$ cat src/design/udu_consts.svh
// Constants for the unsigned divide unit
`ifndef UDU_CONSTS_SVH
`define UDU_CONSTS_SVH
`define UDU_DIV_STEPS    7'h40
`define UDU_BYTE_QMAX    32'h000000FF
`define UDU_WORD_QMAX    32'h0000FFFF
`define UDU_ERR_ZERO     16'h0000
`define UDU_CPL_USER     2'h3
`define UDU_FLAGS_RESULT 6'h00
`endif

$ cat src/design/udu_pkg.sv
// Types of the unsigned divide unit
package udu_pkg;
    typedef enum logic [1:0] {UDU_SZ_BYTE, UDU_SZ_WORD, UDU_SZ_DWORD}
        udu_size_t;
    typedef enum logic [1:0] {UDU_MD_REAL, UDU_MD_PROT, UDU_MD_V86}
        udu_mode_t;
    typedef enum logic [2:0] {
        UDU_EX_NONE, UDU_EX_DIVIDE, UDU_EX_GP, UDU_EX_SS, UDU_EX_PF,
        UDU_EX_AC
    } udu_exc_t;
endpackage

$ cat src/design/udu_restore_step.sv
// One restoring division step
`timescale 1ns/1ns
module udu_restore_step (
    input  wire logic [63:0] rem_in,     // Partial remainder
    input  wire logic [63:0] quo_in,     // Dividend bits / quotient so far
    input  wire logic [31:0] dvs_in,     // Divisor
    output logic      [63:0] rem_out,    // Next partial remainder
    output logic      [63:0] quo_out     // Next quotient shift
);
    logic [64:0] shifted;
    logic [64:0] diff;
    always_comb begin
        shifted = {rem_in, quo_in[63]};
        diff    = shifted - {33'h0, dvs_in};
        if (diff[64]) begin
            rem_out = shifted[63:0];
            quo_out = {quo_in[62:0], 1'b0};
        end else begin
            rem_out = diff[63:0];
            quo_out = {quo_in[62:0], 1'b1};
        end
    end
endmodule

$ cat src/design/udu_divide_unit.sv
// Unsigned divide unit: sequential divider with fault checks
`timescale 1ns/1ns
`include "udu_consts.svh"
module udu_divide_unit (
    input  wire logic              SYS_CLK_IN,       // Core clock
    input  wire logic              RST_IN,           // Sync reset, high
    input  wire logic              START_IN,         // Issue pulse
    input  wire udu_pkg::udu_size_t SIZE_IN,         // Operand size
    input  wire udu_pkg::udu_mode_t MODE_IN,         // Operating mode
    input  wire logic              MEM_SRC_IN,       // Divisor from memory
    input  wire logic [31:0]       REG_DVS_IN,       // Register divisor
    input  wire logic [31:0]       MEM_DVS_IN,       // Memory divisor
    input  wire logic [31:0]       ACC_IN,           // Accumulator
    input  wire logic [31:0]       DATA_IN,          // Data register
    input  wire logic              SEG_LIMIT_IN,     // Data seg limit breach
    input  wire logic              NULL_SEL_IN,      // Null selector used
    input  wire logic              STK_LIMIT_IN,     // Stack limit breach
    input  wire logic              PAGE_FAULT_IN,    // Page fault on fetch
    input  wire logic [15:0]       PF_CODE_IN,       // Page fault code
    input  wire logic              UNALIGNED_IN,     // Unaligned reference
    input  wire logic              ALIGN_EN_IN,      // Alignment checking on
    input  wire logic [1:0]        CPL_IN,           // Privilege level
    output logic                   BUSY_OUT,         // Divide in progress
    output logic                   DONE_OUT,         // Result pulse
    output logic                   WR_ACC_OUT,       // Write accumulator
    output logic                   WR_DATA_OUT,      // Write data register
    output logic [31:0]            ACC_OUT,          // Accumulator result
    output logic [31:0]            DATA_OUT,         // Data register result
    output logic [5:0]             FLAGS_OUT,        // Undefined flags
    output udu_pkg::udu_exc_t      EXC_OUT,          // Exception kind
    output logic                   EXC_HAS_CODE_OUT, // Error code valid
    output logic [15:0]            EXC_CODE_OUT      // Error code
);
    typedef enum logic [1:0] {UDU_ST_IDLE, UDU_ST_RUN, UDU_ST_DONE}
        udu_state_t;

    // ******************************************
    // Operand decode
    // ******************************************
    logic [31:0] divisor;
    logic [63:0] dividend;
    logic [31:0] divisor_q,  divisor_d;
    logic [63:0] rem_q,      rem_d;
    logic [63:0] quo_q,      quo_d;
    logic [6:0]  cnt_q,      cnt_d;
    udu_pkg::udu_size_t size_q, size_d;
    udu_state_t  st_q,       st_d;

    // Mask the divisor to its width so stale upper bits are ignored
    function automatic logic [31:0] size_mask(udu_pkg::udu_size_t s);
        unique case (s)
            udu_pkg::UDU_SZ_BYTE: size_mask = 32'h000000FF;
            udu_pkg::UDU_SZ_WORD: size_mask = 32'h0000FFFF;
            default:              size_mask = 32'hFFFFFFFF;
        endcase
    endfunction

    always_comb begin
        divisor = (MEM_SRC_IN ? MEM_DVS_IN : REG_DVS_IN) & size_mask(SIZE_IN);
        unique case (SIZE_IN)
            udu_pkg::UDU_SZ_BYTE:  dividend = {48'h0, ACC_IN[15:0]};
            udu_pkg::UDU_SZ_WORD:  dividend = {32'h0, DATA_IN[15:0],
                                               ACC_IN[15:0]};
            default:               dividend = {DATA_IN, ACC_IN};
        endcase
    end

    // ******************************************
    // Fault priority
    // ******************************************
    udu_pkg::udu_exc_t exc_now;
    logic              code_now;
    logic [15:0]       code_val;
    logic              prot;
    always_comb begin
        prot     = (MODE_IN != udu_pkg::UDU_MD_REAL);
        exc_now  = udu_pkg::UDU_EX_NONE;
        code_now = 1'b0;
        code_val = `UDU_ERR_ZERO;
        if (MEM_SRC_IN && (SEG_LIMIT_IN ||
                           (MODE_IN == udu_pkg::UDU_MD_PROT &&
                            NULL_SEL_IN) ||
                           (MODE_IN == udu_pkg::UDU_MD_REAL &&
                            NULL_SEL_IN))) begin
            // protection fault, no code in real mode
            exc_now  = udu_pkg::UDU_EX_GP;
            code_now = prot;
        end else if (MEM_SRC_IN && STK_LIMIT_IN) begin
            exc_now  = udu_pkg::UDU_EX_SS;
            code_now = prot;
        end else if (MEM_SRC_IN && PAGE_FAULT_IN && prot) begin
            exc_now  = udu_pkg::UDU_EX_PF;
            code_now = 1'b1;
            code_val = PF_CODE_IN;
        end else if (MEM_SRC_IN && ALIGN_EN_IN && UNALIGNED_IN && prot &&
                     (MODE_IN == udu_pkg::UDU_MD_V86 ||
                      CPL_IN == `UDU_CPL_USER)) begin
            exc_now  = udu_pkg::UDU_EX_AC;
            code_now = 1'b1;
        end else if (divisor == 32'h0) begin
            exc_now  = udu_pkg::UDU_EX_DIVIDE;
        end
    end

    // ******************************************
    // Divider iteration
    // ******************************************
    logic [63:0] step_rem;
    logic [63:0] step_quo;
    udu_restore_step u_step (
        .rem_in  (rem_q),
        .quo_in  (quo_q),
        .dvs_in  (divisor_q),
        .rem_out (step_rem),
        .quo_out (step_quo)
    );

    // Quotient width limit per size
    logic        q_over;
    always_comb begin
        unique case (size_q)
            udu_pkg::UDU_SZ_BYTE:
                q_over = quo_q > {32'h0, `UDU_BYTE_QMAX};
            udu_pkg::UDU_SZ_WORD:
                q_over = quo_q > {32'h0, `UDU_WORD_QMAX};
            default:
                q_over = quo_q[63:32] != 32'h0;
        endcase
    end

    udu_pkg::udu_exc_t exc_q,  exc_d;
    logic              hc_q,   hc_d;
    logic [15:0]       code_q, code_d;
    logic              done_q, done_d;
    logic              wr_q,   wr_d;
    logic [31:0]       acc_q,  acc_d;
    logic [31:0]       dat_q,  dat_d;

    always_comb begin
        st_d      = st_q;
        divisor_d = divisor_q;
        rem_d     = rem_q;
        quo_d     = quo_q;
        cnt_d     = cnt_q;
        size_d    = size_q;
        exc_d     = exc_q;
        hc_d      = hc_q;
        code_d    = code_q;
        done_d    = 1'b0;
        wr_d      = 1'b0;
        acc_d     = acc_q;
        dat_d     = dat_q;
        unique case (st_q)
            UDU_ST_IDLE: begin
                if (START_IN) begin
                    exc_d  = exc_now;
                    hc_d   = code_now;
                    code_d = code_val;
                    if (exc_now != udu_pkg::UDU_EX_NONE) begin
                        // fault ends the op without writeback
                        done_d = 1'b1;
                    end else begin
                        divisor_d = divisor;
                        rem_d     = 64'h0;
                        quo_d     = dividend;
                        cnt_d     = `UDU_DIV_STEPS;
                        size_d    = SIZE_IN;
                        st_d      = UDU_ST_RUN;
                    end
                end
            end
            UDU_ST_RUN: begin
                rem_d = step_rem;
                quo_d = step_quo;
                cnt_d = cnt_q - 7'h01;
                if (cnt_q == 7'h01) begin
                    st_d = UDU_ST_DONE;
                end
            end
            UDU_ST_DONE: begin
                done_d = 1'b1;
                st_d   = UDU_ST_IDLE;
                if (q_over) begin
                    exc_d = udu_pkg::UDU_EX_DIVIDE;
                    hc_d  = 1'b0;
                end else begin
                    wr_d = 1'b1;
                    unique case (size_q)
                        udu_pkg::UDU_SZ_BYTE: begin
                            acc_d = {ACC_IN[31:16], rem_q[7:0],
                                     quo_q[7:0]};
                            dat_d = DATA_IN;
                        end
                        udu_pkg::UDU_SZ_WORD: begin
                            acc_d = {ACC_IN[31:16], quo_q[15:0]};
                            dat_d = {DATA_IN[31:16], rem_q[15:0]};
                        end
                        default: begin
                            acc_d = quo_q[31:0];
                            dat_d = rem_q[31:0];
                        end
                    endcase
                end
            end
            default: st_d = UDU_ST_IDLE;
        endcase
    end

    always_ff @(posedge SYS_CLK_IN) begin
        if (RST_IN) begin
            st_q      <= UDU_ST_IDLE;
            divisor_q <= 32'h0;
            rem_q     <= 64'h0;
            quo_q     <= 64'h0;
            cnt_q     <= 7'h00;
            size_q    <= udu_pkg::UDU_SZ_BYTE;
            exc_q     <= udu_pkg::UDU_EX_NONE;
            hc_q      <= 1'b0;
            code_q    <= 16'h0000;
            done_q    <= 1'b0;
            wr_q      <= 1'b0;
            acc_q     <= 32'h0;
            dat_q     <= 32'h0;
        end else begin
            st_q      <= st_d;
            divisor_q <= divisor_d;
            rem_q     <= rem_d;
            quo_q     <= quo_d;
            cnt_q     <= cnt_d;
            size_q    <= size_d;
            exc_q     <= exc_d;
            hc_q      <= hc_d;
            code_q    <= code_d;
            done_q    <= done_d;
            wr_q      <= wr_d;
            acc_q     <= acc_d;
            dat_q     <= dat_d;
        end
    end

    // ******************************************
    // Outputs
    // ******************************************
    assign BUSY_OUT         = (st_q != UDU_ST_IDLE);
    assign DONE_OUT         = done_q;
    assign WR_ACC_OUT       = wr_q;
    assign WR_DATA_OUT      = wr_q;
    assign ACC_OUT          = acc_q;
    assign DATA_OUT         = dat_q;
    assign FLAGS_OUT        = `UDU_FLAGS_RESULT;
    assign EXC_OUT          = done_q ? exc_q : udu_pkg::UDU_EX_NONE;
    assign EXC_HAS_CODE_OUT = done_q & hc_q;
    assign EXC_CODE_OUT     = code_q;
endmodule

$ cat config.mk
export PLATFORM = sky130hd
export DESIGN_NAME = udu_divide_unit
export DESIGN_NICKNAME = d
export VERILOG_FILES = /design/src/design/udu_pkg.sv /design/src/design/udu_restore_step.sv /design/src/design/udu_divide_unit.sv
export VERILOG_INCLUDE_DIRS = /design/src /design/src/design
export SDC_FILE = /design/constraint.sdc
export NUM_CORES = 1
export LEC_CHECK = 0
export BUFFER_PORTS_ARGS = -buffer_cell sky130_fd_sc_hd__buf_2
export CORE_MARGIN = 3
export CORE_UTILIZATION = 58
export CTS_BUF_LIST = sky130_fd_sc_hd__clkbuf_4 sky130_fd_sc_hd__clkbuf_8
export CTS_CLUSTER_SIZE = 40
export DETAILED_ROUTE_END_ITERATION = 6
export PLACE_DENSITY = 0.8
export REMOVE_ABC_BUFFERS = 1
export SLEW_MARGIN = 20
export SYNTH_ARGS = -nofsm -noshare
export SYNTH_HDL_FRONTEND = slang
export SYNTH_SLANG_ARGS = --single-unit
$ cat constraint.sdc
create_clock -name SYS_CLK_IN -period 3.74 [get_ports SYS_CLK_IN]
set_clock_uncertainty 0.05 [all_clocks]
set_input_delay 0.374 -clock SYS_CLK_IN [delete_from_list [all_inputs] [get_ports SYS_CLK_IN]]
set_output_delay 0.374 -clock SYS_CLK_IN [all_outputs]
set_load 0.1 [all_outputs]
**Yosys cells after proc, flatten, opt, wreduce, memory -nomap -nowiden**

Cells that the tools add are included.

- Register bits after elaboration: 257
- Output and inout port bits: 94
- Logic and storage cells: 109

- Bitwise operators: 5
- Equality and inequality tests: 12
- Order comparisons: 2
- Multiplexer cells: 44
- $add $sub $neg: 2
- Reductions and logical operators: 31

Operators with widths:

| cell | number |
|---|---|
| 64-bit one-hot mux with 2 select lines | 3 |
| 64-bit 2-to-1 mux | 5 |
| 32-bit one-hot mux with 2 select lines | 3 |
| 65-bit by 32-bit subtractor with 65-bit output | 1 |
| 64-bit by 16-bit greater-than comparator with 1-bit output (second input constant) | 1 |
| 64-bit by 8-bit greater-than comparator with 1-bit output (second input constant) | 1 |
| 16-bit 2-to-1 mux | 3 |
| 32-bit AND | 1 |
| 32-bit zero test | 1 |
| 32-bit 2-to-1 mux | 1 |
| 32-bit nonzero test | 1 |
| 3-bit 2-to-1 mux | 7 |
| 7-bit 2-to-1 mux | 2 |
| 7-bit one-hot mux with 2 select lines | 1 |
| 3-bit AND reduction | 4 |
| 1-bit 2-to-1 mux | 11 |
| 1-bit logical AND | 10 |
| 2-bit by 1-bit equality test with 1-bit output (second input constant) | 4 |
| 2-bit zero test | 4 |
| 2-bit != test (second input constant) | 4 |
| 2-bit nonzero test | 4 |
| 7-bit by 1-bit equality test with 1-bit output (second input constant) | 1 |
| 7-bit by 1-bit subtractor with 7-bit output (second input constant) | 1 |
| 2-bit equality test (second input constant) | 3 |
| other kinds (10) | 19 |

**Logic depth before layout (Yosys ltp)**

Gate-level depths: netlist of the first run.

- Depth in word-level cells: 13
- Mapped depth: 15
- Mapped depth without buffers: 13

**Modules after synthesis**

A second synthesis of the first run with hierarchy kept.

- Cells, all modules: 1933
- Area, all modules: 15477.3 um^2

Modules (own cells, without submodules):

| module | area each (um^2) | instances | cells an instance |
|---|---|---|---|
| udu_divide_unit | 11801.3 | 1 | 1396 |
| udu_restore_step | 3676.0 | 1 | 537 |

**Worst setup path before layout of the first run**

Ideal clock, no wire load.

- Path type: register to register
- Start: reg quo_q[63]
- End: reg rem_q[58]
- Path buffers: 0
- Stages on the path, launching flop included: 14
- Slack: 0.545 ns
- Arrival: 3.083 ns
- Period minus slack after synthesis: 3.195 ns
- Cell sequence: dfxtp_1 inv_1 ha_1 inv_1 fa_1 a211oi_1 o211ai_1 and4b_1 o21ai_1 a2bb2oi_1 a41oi_1 nand3_1 or4_1 nand3_1

- Longest elaborated chain between the ends: 3

RTL lines:

| item | RTL line | RTL |
|---|---|---|
| start: declaration | udu_divide_unit.sv:44 | `logic [63:0] quo_q, quo_d;` |
| start signal: assignment | udu_divide_unit.sv:228 | `quo_q <= quo_d;` |
| 65-bit by 32-bit subtractor with 65-bit output | udu_restore_step.sv:14 | `diff = shifted - {33'h0, dvs_in};` |
| 64-bit 2-to-1 mux | udu_restore_step.sv:15 | `if (diff[64]) begin` |
| 64-bit one-hot mux with 2 select lines | udu_divide_unit.sv:153 | `unique case (st_q)` |
| end signal: assignment | udu_divide_unit.sv:227 | `rem_q <= rem_d;` |
| end: declaration | udu_divide_unit.sv:43 | `logic [63:0] rem_q, rem_d;` |

No other way between the ends.
A chain may end at the register's enable or synchronous reset.

**Final worst setup path of the first run**

- Start: in REG_DVS_IN[0]
- End: reg quo_q[63]

- Longest elaborated chain between the ends: 11

RTL lines:

| item | RTL line | RTL |
|---|---|---|
| start: declaration | udu_divide_unit.sv:11 | `input wire logic [31:0] REG_DVS_IN,` |
| 32-bit 2-to-1 mux | udu_divide_unit.sv:59 | `divisor = (MEM_SRC_IN ? MEM_DVS_IN : REG_DVS_IN) & size_mask(SIZE_IN);` |
| 32-bit AND | udu_divide_unit.sv:59 |  |
| 32-bit zero test | udu_divide_unit.sv:100 | `end else if (divisor == 32'h0) begin` |
| 1-bit 2-to-1 mux | udu_divide_unit.sv:100 |  |
| 3-bit 2-to-1 mux | udu_divide_unit.sv:95 | `end else if (MEM_SRC_IN && ALIGN_EN_IN && UNALIGNED_IN && prot &&` |
| 3-bit 2-to-1 mux | udu_divide_unit.sv:91 | `end else if (MEM_SRC_IN && PAGE_FAULT_IN && prot) begin` |
| 3-bit 2-to-1 mux | udu_divide_unit.sv:88 | `end else if (MEM_SRC_IN && STK_LIMIT_IN) begin` |
| 3-bit 2-to-1 mux | udu_divide_unit.sv:80 | `if (MEM_SRC_IN && (SEG_LIMIT_IN \|\|` |
| 3-bit nonzero test | udu_divide_unit.sv:159 | `if (exc_now != udu_pkg::UDU_EX_NONE) begin` |
| 2-bit != test (no source line) | n/a |  |
| 3-bit AND reduction (no source line) | n/a |  |

No other way between the ends.

==> flow_metrics.py, run 1 <==
metrics = {
    "synthesis": {
        "ys_async_sr_fraction": 0,
        "synth_edf_count": 0,
        "synth-main-ff-cell": "dfxtp_1",
        "synthDistinctLibCells": 69,
        "synthesis.area_sq_um": 14100,
        "synth_top_area_share": 0.365,
        "synthCells": 1743,
        "synth_common_cells": "257 x dfxtp_1, 231 x nor2_1, 201 x nand2_1, 98 x a21oi_1, 97 x clkbuf_1",
        "ys_seq_area_frac": 0.365,
        "synth_top_area_cell": "dfxtp_1",
        "ys.warnings.count": 0,
        "synth_most_common_cell": "dfxtp_1",
        "synth.area.top_cells": "dfxtp_1 36%, nor2_1 6.1%, nand2_1 5.3%",
        "ys_ff_latch": 257,
        "post_synth.cell_area_avg_sq_um": 8.10,
    },
    "timing": {
        "worst_slew_pin_slew_ps": 962,
        "fin_ws_ps": 221,
        "hold_ws_ps": 21.6,
        "period_share": 0.941,
        "rsz0062_at_grt": "no",
        "final_max_slew_viol_count": 0,
        "relSlewSlack": 0.359,
        "max_freq_mhz": 284,
        "finalSetupViolCount": 0,
        "post-route-min-period_ps": 3520,
        "timing.final.hold_violations": 0,
    },
    "power_and_ir_drop": {
        "power.density_nw_per_um2": 869,
        "vdd_drop_max_mv": 0.859,
        "static-leakage-power_nw": 6.77,
    },
    "floorplanning": {
        "dieArea_sq_um": 26200,
        "num_rows": 56,
        "die_w_microns": 162,
        "io_pins": 254,
        "initial_utilization": 0.596,
        "die_h_microns": 162,
        "coreArea_sq_um": 23700,
    },
    "final_layout": {
        "nNetsFinal": 2141,
        "seq_area_sq_um": 5150,
        "fillCellCount": 1987,
        "syn_to_final_growth_pct": 17.7,
        "multi_input_area_sq_um": 8210,
        "final_core_util": 0.701,
        "diodes": 0,
        "drive_gt1_frac": 0.222,
    },
    "setup_path": {
        "crit_slowest_cell": "or4_1",
        "startpoint_type": "input port",
        "critPathKind": "in2reg",
        "path_cells": "buf_2 -> or4_1 -> or4_1 -> a2111oi_2 -> o2111ai_1 -> nor2b_4 -> a21oi_2 -> nor2_4 -> buf_4 -> a311oi_1",
        "arrival_ps": 3850,
        "worst-path-max-fanout": 21,
        "r2r_end": "rem_q[46]$_SDFFE_PP0P_",
        "rr_worst_depth": 14,
        "worst_setup_path_end_kind": "flip-flop",
        "cp.required_ps": 4080,
        "critPathMaxStageDelay_ps": 540,
        "worstReg2RegStart": "divisor_q[0]$_SDFFE_PP0P_",
        "r2r_slack_ps": 270,
        "cpMostUsedCell": "or4_1",
    },
    "job": {
        "drv_cap": 0,
    },
    "global_routing": {
        "grt_antenna_before_repair": 0,
        "grt_pass1_wl_microns": 66400,
        "grt_pass1_vias": 13200,
        "track_usage": 0.304,
        "grt.overflow.total": 0,
        "grt_max_degree": 138,
    },
    "clock_network": {
        "cts.reportedPaths.clkPinSlew_ps": 60,
        "clockBufferDepth": 3,
        "clock_latency_ps": 570,
        "cts-root-buf": "clkbuf_8",
        "htreeDepth": 2,
        "cts_buffers": 42,
        "cts_tree": "done",
        "cts.sinks": 257,
    },
    "detailed_routing": {
        "post_drt_wl_per_cell_microns": 18.1,
        "drcViolationCount": 0,
        "ant_nets": 0,
        "avgViaCountPerCell": 6.10,
        "routed_wirelength_microns": 41600,
        "dr.pass1.iters": 5,
        "vias": 14000,
        "drtIter0Drc": 1270,
    },
    "hold_path": {
        "worst_hold_path.num_cells": 3,
        "hold_path_end": "EXC_CODE_OUT[6]$_SDFFE_PP0P_",
        "hold_path_class": "in2reg",
        "hp-start": "PF_CODE_IN[6]",
    },
    "placement": {
        "post-place-ws_ps": -292,
        "gp_congestion": 0.938,
        "dp_hpwl_microns": 30200,
        "port_buffers": 247,
    },
    "outcome": {
        "status": "finished clean",
    },
}
[critical path, delay by kind of cell]
family,cells,cell delay [ps]
AND/OR/NAND/NOR,4,1440
buffers and inverters,2,340
AO/OA/AOI/OAI,4,1690
[power breakdown]
group / switching, mW / internal (mW) / total, mW
clock: 1.15 / 1.63 / 2.78
sequential: 0.382 / 3.04 / 3.42
combinational: 4.78 / 3.45 / 8.23
[routing by layer]
layer	share of wire	global-route usage
met1	0.43	0.409
met2	0.46	0.496
met3	0.072	0.0449
met4	0.034	0.118
met5	0	0
[flip-flops by register name, indices dropped and copies added (netlist names)]
name and cells:
rem_q 64, ACC_OUT 32, quo_q 64, hc_q 1, cnt_q 7, WR_ACC_OUT 1
EXC_CODE_OUT 16, size_q 2, DONE_OUT 1, exc_q 3, divisor_q 32, st_q 2
DATA_OUT 32
[kinds of logic (layout without fill, tap and decap cells)]
| family | Yosys count | in the layout | share of synthesized area |
|---|---|---|---|
| adder cells (fa/ha/maj) | 35 | 35 | 0.0316 |
| flip-flops | 257 | 257 | 0.365 |
| other | 1 | 6 | 0.000266 |
| buffers and inverters | 188 | 417 | 0.0586 |
| XOR/XNOR | 50 | 50 | 0.0310 |
| AND/OR/NAND/NOR | 672 | 672 | 0.217 |
| AO/OA/AOI/OAI | 468 | 468 | 0.245 |
| multiplexers | 72 | 72 | 0.0512 |
[repair_timing]
item / in CTS / in global routing
buffers inserted: 0 / 0
hold buffers: 0 / 0
endpoints found under the setup margin: 0 / 12
gates resized for setup: 0 / 1
[worst max path at each step]
stage                                         start                endpoint  slack, ps  depth (start not counted)
after global placement                REG_DVS_IN[0]  quo_q[63]$_SDFFE_PP0P_       -300                         10
final                                 REG_DVS_IN[0]  quo_q[63]$_SDFFE_PP0P_        220                         10
after CTS                             REG_DVS_IN[0]  quo_q[63]$_SDFFE_PP0P_        240                         10
after detailed placement              REG_DVS_IN[0]  quo_q[63]$_SDFFE_PP0P_       -290                         10
after floorplan                          MODE_IN[1]  quo_q[10]$_SDFFE_PP0P_      -2910                          8
after global routing      divisor_q[0]$_SDFFE_PP0P_   rem_q[2]$_SDFFE_PP0P_        0.2                         13
[cells in the final DEF (no fill, tap or decap), types with 15 or more instances in the layout]
cell      Yosys  final
nor3_1       43     43
dfxtp_1     257    256
a311oi_1     32     32
nor2_1      231    228
xor2_1       26     26
o21ai_0      86     86
nor4_1       30     30
clkbuf_8      0     58
a311oi_2     43     42
a211oi_1     50     50
a21o_1       15     15
inv_1        45     45
buf_4        22     42
o211ai_1     31     31
a221o_1      18     18
nand2_1     201    199
o21ai_1      17     17
ha_1         34     34
a22oi_1      20     20
nand3_1      72     72
mux2i_1      71     71
nand4_1      16     16
xnor2_1      24     24
buf_2        19    246
a21oi_1      98     98
[through the flow]
| stage | power [mW] | instance area (sq um) | cells | setup TNS (ps) |
|---|---|---|---|---|
| 2_1_floorplan | 9.32 | 13500 | 1605 | -291110 |
| 3_3_place_gp | 11.4 | 15600 | 2221 | -296 |
| 3_5_place_dp | 11.5 | 15600 | 2221 | -292 |
| 4_1_cts | 14.3 | 16600 | 2296 | 0 |
| 5_1_grt | 15.4 | 16600 | 2296 | 0 |
| 6_report | 14.4 | 16600 | 2296 | 0 |
[area by class of cell]
type,count,area share
Clock inverter,6,0.00542
Clock buffer,69,0.0530
Tap cell,319,0.0240
Multi-Input combinational cell,1303,0.494
Sequential cell,257,0.310
Timing Repair Buffer,297,0.103
Inverter,45,0.0102
Note: power is estimated with default switching activity, not from simulation.
==> inputs of run 2 (changes only) <==
--- a/config.mk
+++ b/config.mk
@@ -7,7 +7,7 @@
 export NUM_CORES = 1
 export LEC_CHECK = 0
 export BUFFER_PORTS_ARGS = -buffer_cell sky130_fd_sc_hd__buf_2
-export CORE_MARGIN = 3
+export CORE_MARGIN = 1
 export CORE_UTILIZATION = 58
 export CTS_BUF_LIST = sky130_fd_sc_hd__clkbuf_4 sky130_fd_sc_hd__clkbuf_8
 export CTS_CLUSTER_SIZE = 40
==> run 2 against run 1 <==
Effect of this change: clock-buffer cell count shrank 4; non-clock buffer count down 3; fmax down 1.3%; register-to-register slack worse by 90 ps; sequential power hardly changed; flip-flop and latch count is the same; largest cell class unchanged.
==> flow_metrics.py, run 2 (synthesis results as in run 1) <==
metrics = {
    "outcome": {
        "status": "finished clean",
    },
    "job": {
        "drv_cap": 0,
    },
    "detailed_routing": {
        "vias": 14000,
        "post_drt_wl_per_cell_microns": 17.7,
        "avgViaCountPerCell": 6.10,
        "routed_wirelength_microns": 40400,
        "drtIter0Drc": 1220,
        "routed-wl-met2_microns": 18600,
        "drcViolationCount": 0,
        "topRoutingLayerUsed": "met4",
        "wl_met1_microns": 17300,
        "ant_nets": 0,
        "dr.pass1.iters": 5,
        "met3_length_microns": 2990,
    },
    "clock_network": {
        "htreeDepth": 2,
        "cts_setup_buffers": 0,
        "cts.sinks": 257,
        "cts-root-buf": "clkbuf_8",
        "clock_latency_ps": 550,
        "cts_tree": "done",
        "clockBufferDepth": 3,
        "cts_buffers": 43,
        "cts.reportedPaths.clkPinSlew_ps": 70,
    },
    "floorplanning": {
        "die_h_microns": 158,
        "io_pins": 254,
        "num_rows": 56,
        "initial_utilization": 0.596,
        "dieArea_sq_um": 25000,
        "die_w_microns": 158,
        "coreArea_sq_um": 23700,
    },
    "global_routing": {
        "grt_pass1_vias": 12800,
        "track_usage": 0.319,
        "grt_max_degree": 118,
        "grt_pass1_wl_microns": 64000,
        "grt.overflow.total": 0,
        "grt_antenna_before_repair": 0,
    },
    "power_and_ir_drop": {
        "power_mw": 14.4,
        "power.density_nw_per_um2": 870,
        "static-leakage-power_nw": 6.74,
        "vdd_drop_max_mv": 0.658,
    },
    "timing": {
        "relSlewSlack": 0.292,
        "period_share": 0.953,
        "fin_ws_ps": 175,
        "setup_tns_ps": 0,
        "hold_ws_ps": 24.6,
        "final_max_slew_viol_count": 0,
        "post-route-min-period_ps": 3560,
        "worst_slew_pin_slew_ps": 1060,
        "rsz0062_at_grt": "no",
        "timing.final.hold_violations": 0,
        "max_freq_mhz": 281,
        "finalSetupViolCount": 0,
    },
    "hold_path": {
        "hold_path_class": "in2reg",
        "worst_hold_path.num_cells": 3,
        "hp-start": "PF_CODE_IN[11]",
    },
    "final_layout": {
        "drive_gt1_frac": 0.220,
        "final_common_cell": "dfxtp_1",
        "final_core_util": 0.699,
        "top_regs": "quo_q: 64 flops, rem_q: 64 flops",
        "diodes": 0,
        "fin_area_sq_um": 16600,
        "syn_to_final_growth_pct": 17.3,
        "final_cells": 2291,
        "nNetsFinal": 2139,
        "final_cell_mix": "256 x dfxtp_1, 246 x buf_2, 229 x nor2_1",
        "fillCellCount": 1986,
    },
    "placement": {
        "gp_congestion": 0.916,
        "post-place-ws_ps": -63.9,
        "place_area_sq_um": 15600,
        "dp_hpwl_microns": 29200,
        "port_buffers": 247,
        "dpl.cell_count": 2218,
    },
    "setup_path": {
        "cp.required_ps": 4170,
        "critPathKind": "reg2reg",
        "worst_setup_path_end_kind": "flip-flop",
        "worstReg2RegStart": "quo_q[63]$_SDFFE_PP0P_",
        "worst-path-max-fanout": 8,
        "rr_worst_depth": 15,
        "startpoint_type": "flip-flop",
        "arrival_ps": 4000,
        "worstSetupStartpoint": "quo_q[63]$_SDFFE_PP0P_",
    },
}
## run 2: cell types whose count changed in the layout (fill, tap and decap cells not counted), sizes merged
cell	previous run	this run
buf	297	294
bufinv	2	3
clkbuf	69	65
clkinv	2	3
## run 2: final timing paths
path                                                       to  slack [ps]
worst max register to register         rem_q[62]$_SDFFE_PP0P_         180
worst min register to register              hc_q$_SDFFE_PP0P_         400
worst min-delay path            EXC_CODE_OUT[11]$_SDFFE_PP0P_          20
worst max-delay path                   rem_q[62]$_SDFFE_PP0P_         180
## run 2: critical path, stage by stage (launching register included)
cell,delay (ps)
dfxtp_1,320
inv_1,60
ha_1,160
inv_1,50
fa_1,410
a211oi_1,310
o211ai_1,230
and4b_1,260
o21ai_1,200
a2bb2oi_1,160
a41oi_1,340
buf_4,180
nand3_1,70
buf_4,190
or4_1,400
nand3_1,100
## run 2: power by group
group | switching (mW) | internal [mW]
registers | 0.379 | 3.04
logic | 4.77 | 3.46
clock network | 1.14 | 1.63
## run 2: per-layer routing
layer,vias up,global-route usage
met4,0,0.142
met5,-,0
met2,579,0.516
li1,6750,-
met3,112,0.0537
met1,6537,0.416
## run 2: cell type report
| cell class | count | area, sq um | area share |
|---|---|---|---|
| sequential | 257 | 5150 | 0.311 |
| clock buffer | 65 | 832 | 0.0502 |
| inverter | 45 | 169 | 0.0102 |
| multi-input combinational | 1303 | 8200 | 0.495 |
| timing repair buffer | 294 | 1690 | 0.102 |
| clock inverter | 8 | 126 | 0.00763 |
| tap | 319 | 399 | 0.0241 |
## run 2: timing repair
item                       CTS  global route
resized for setup            0             1
setup endpoints to repair    0             3
hold buffers                 0             0
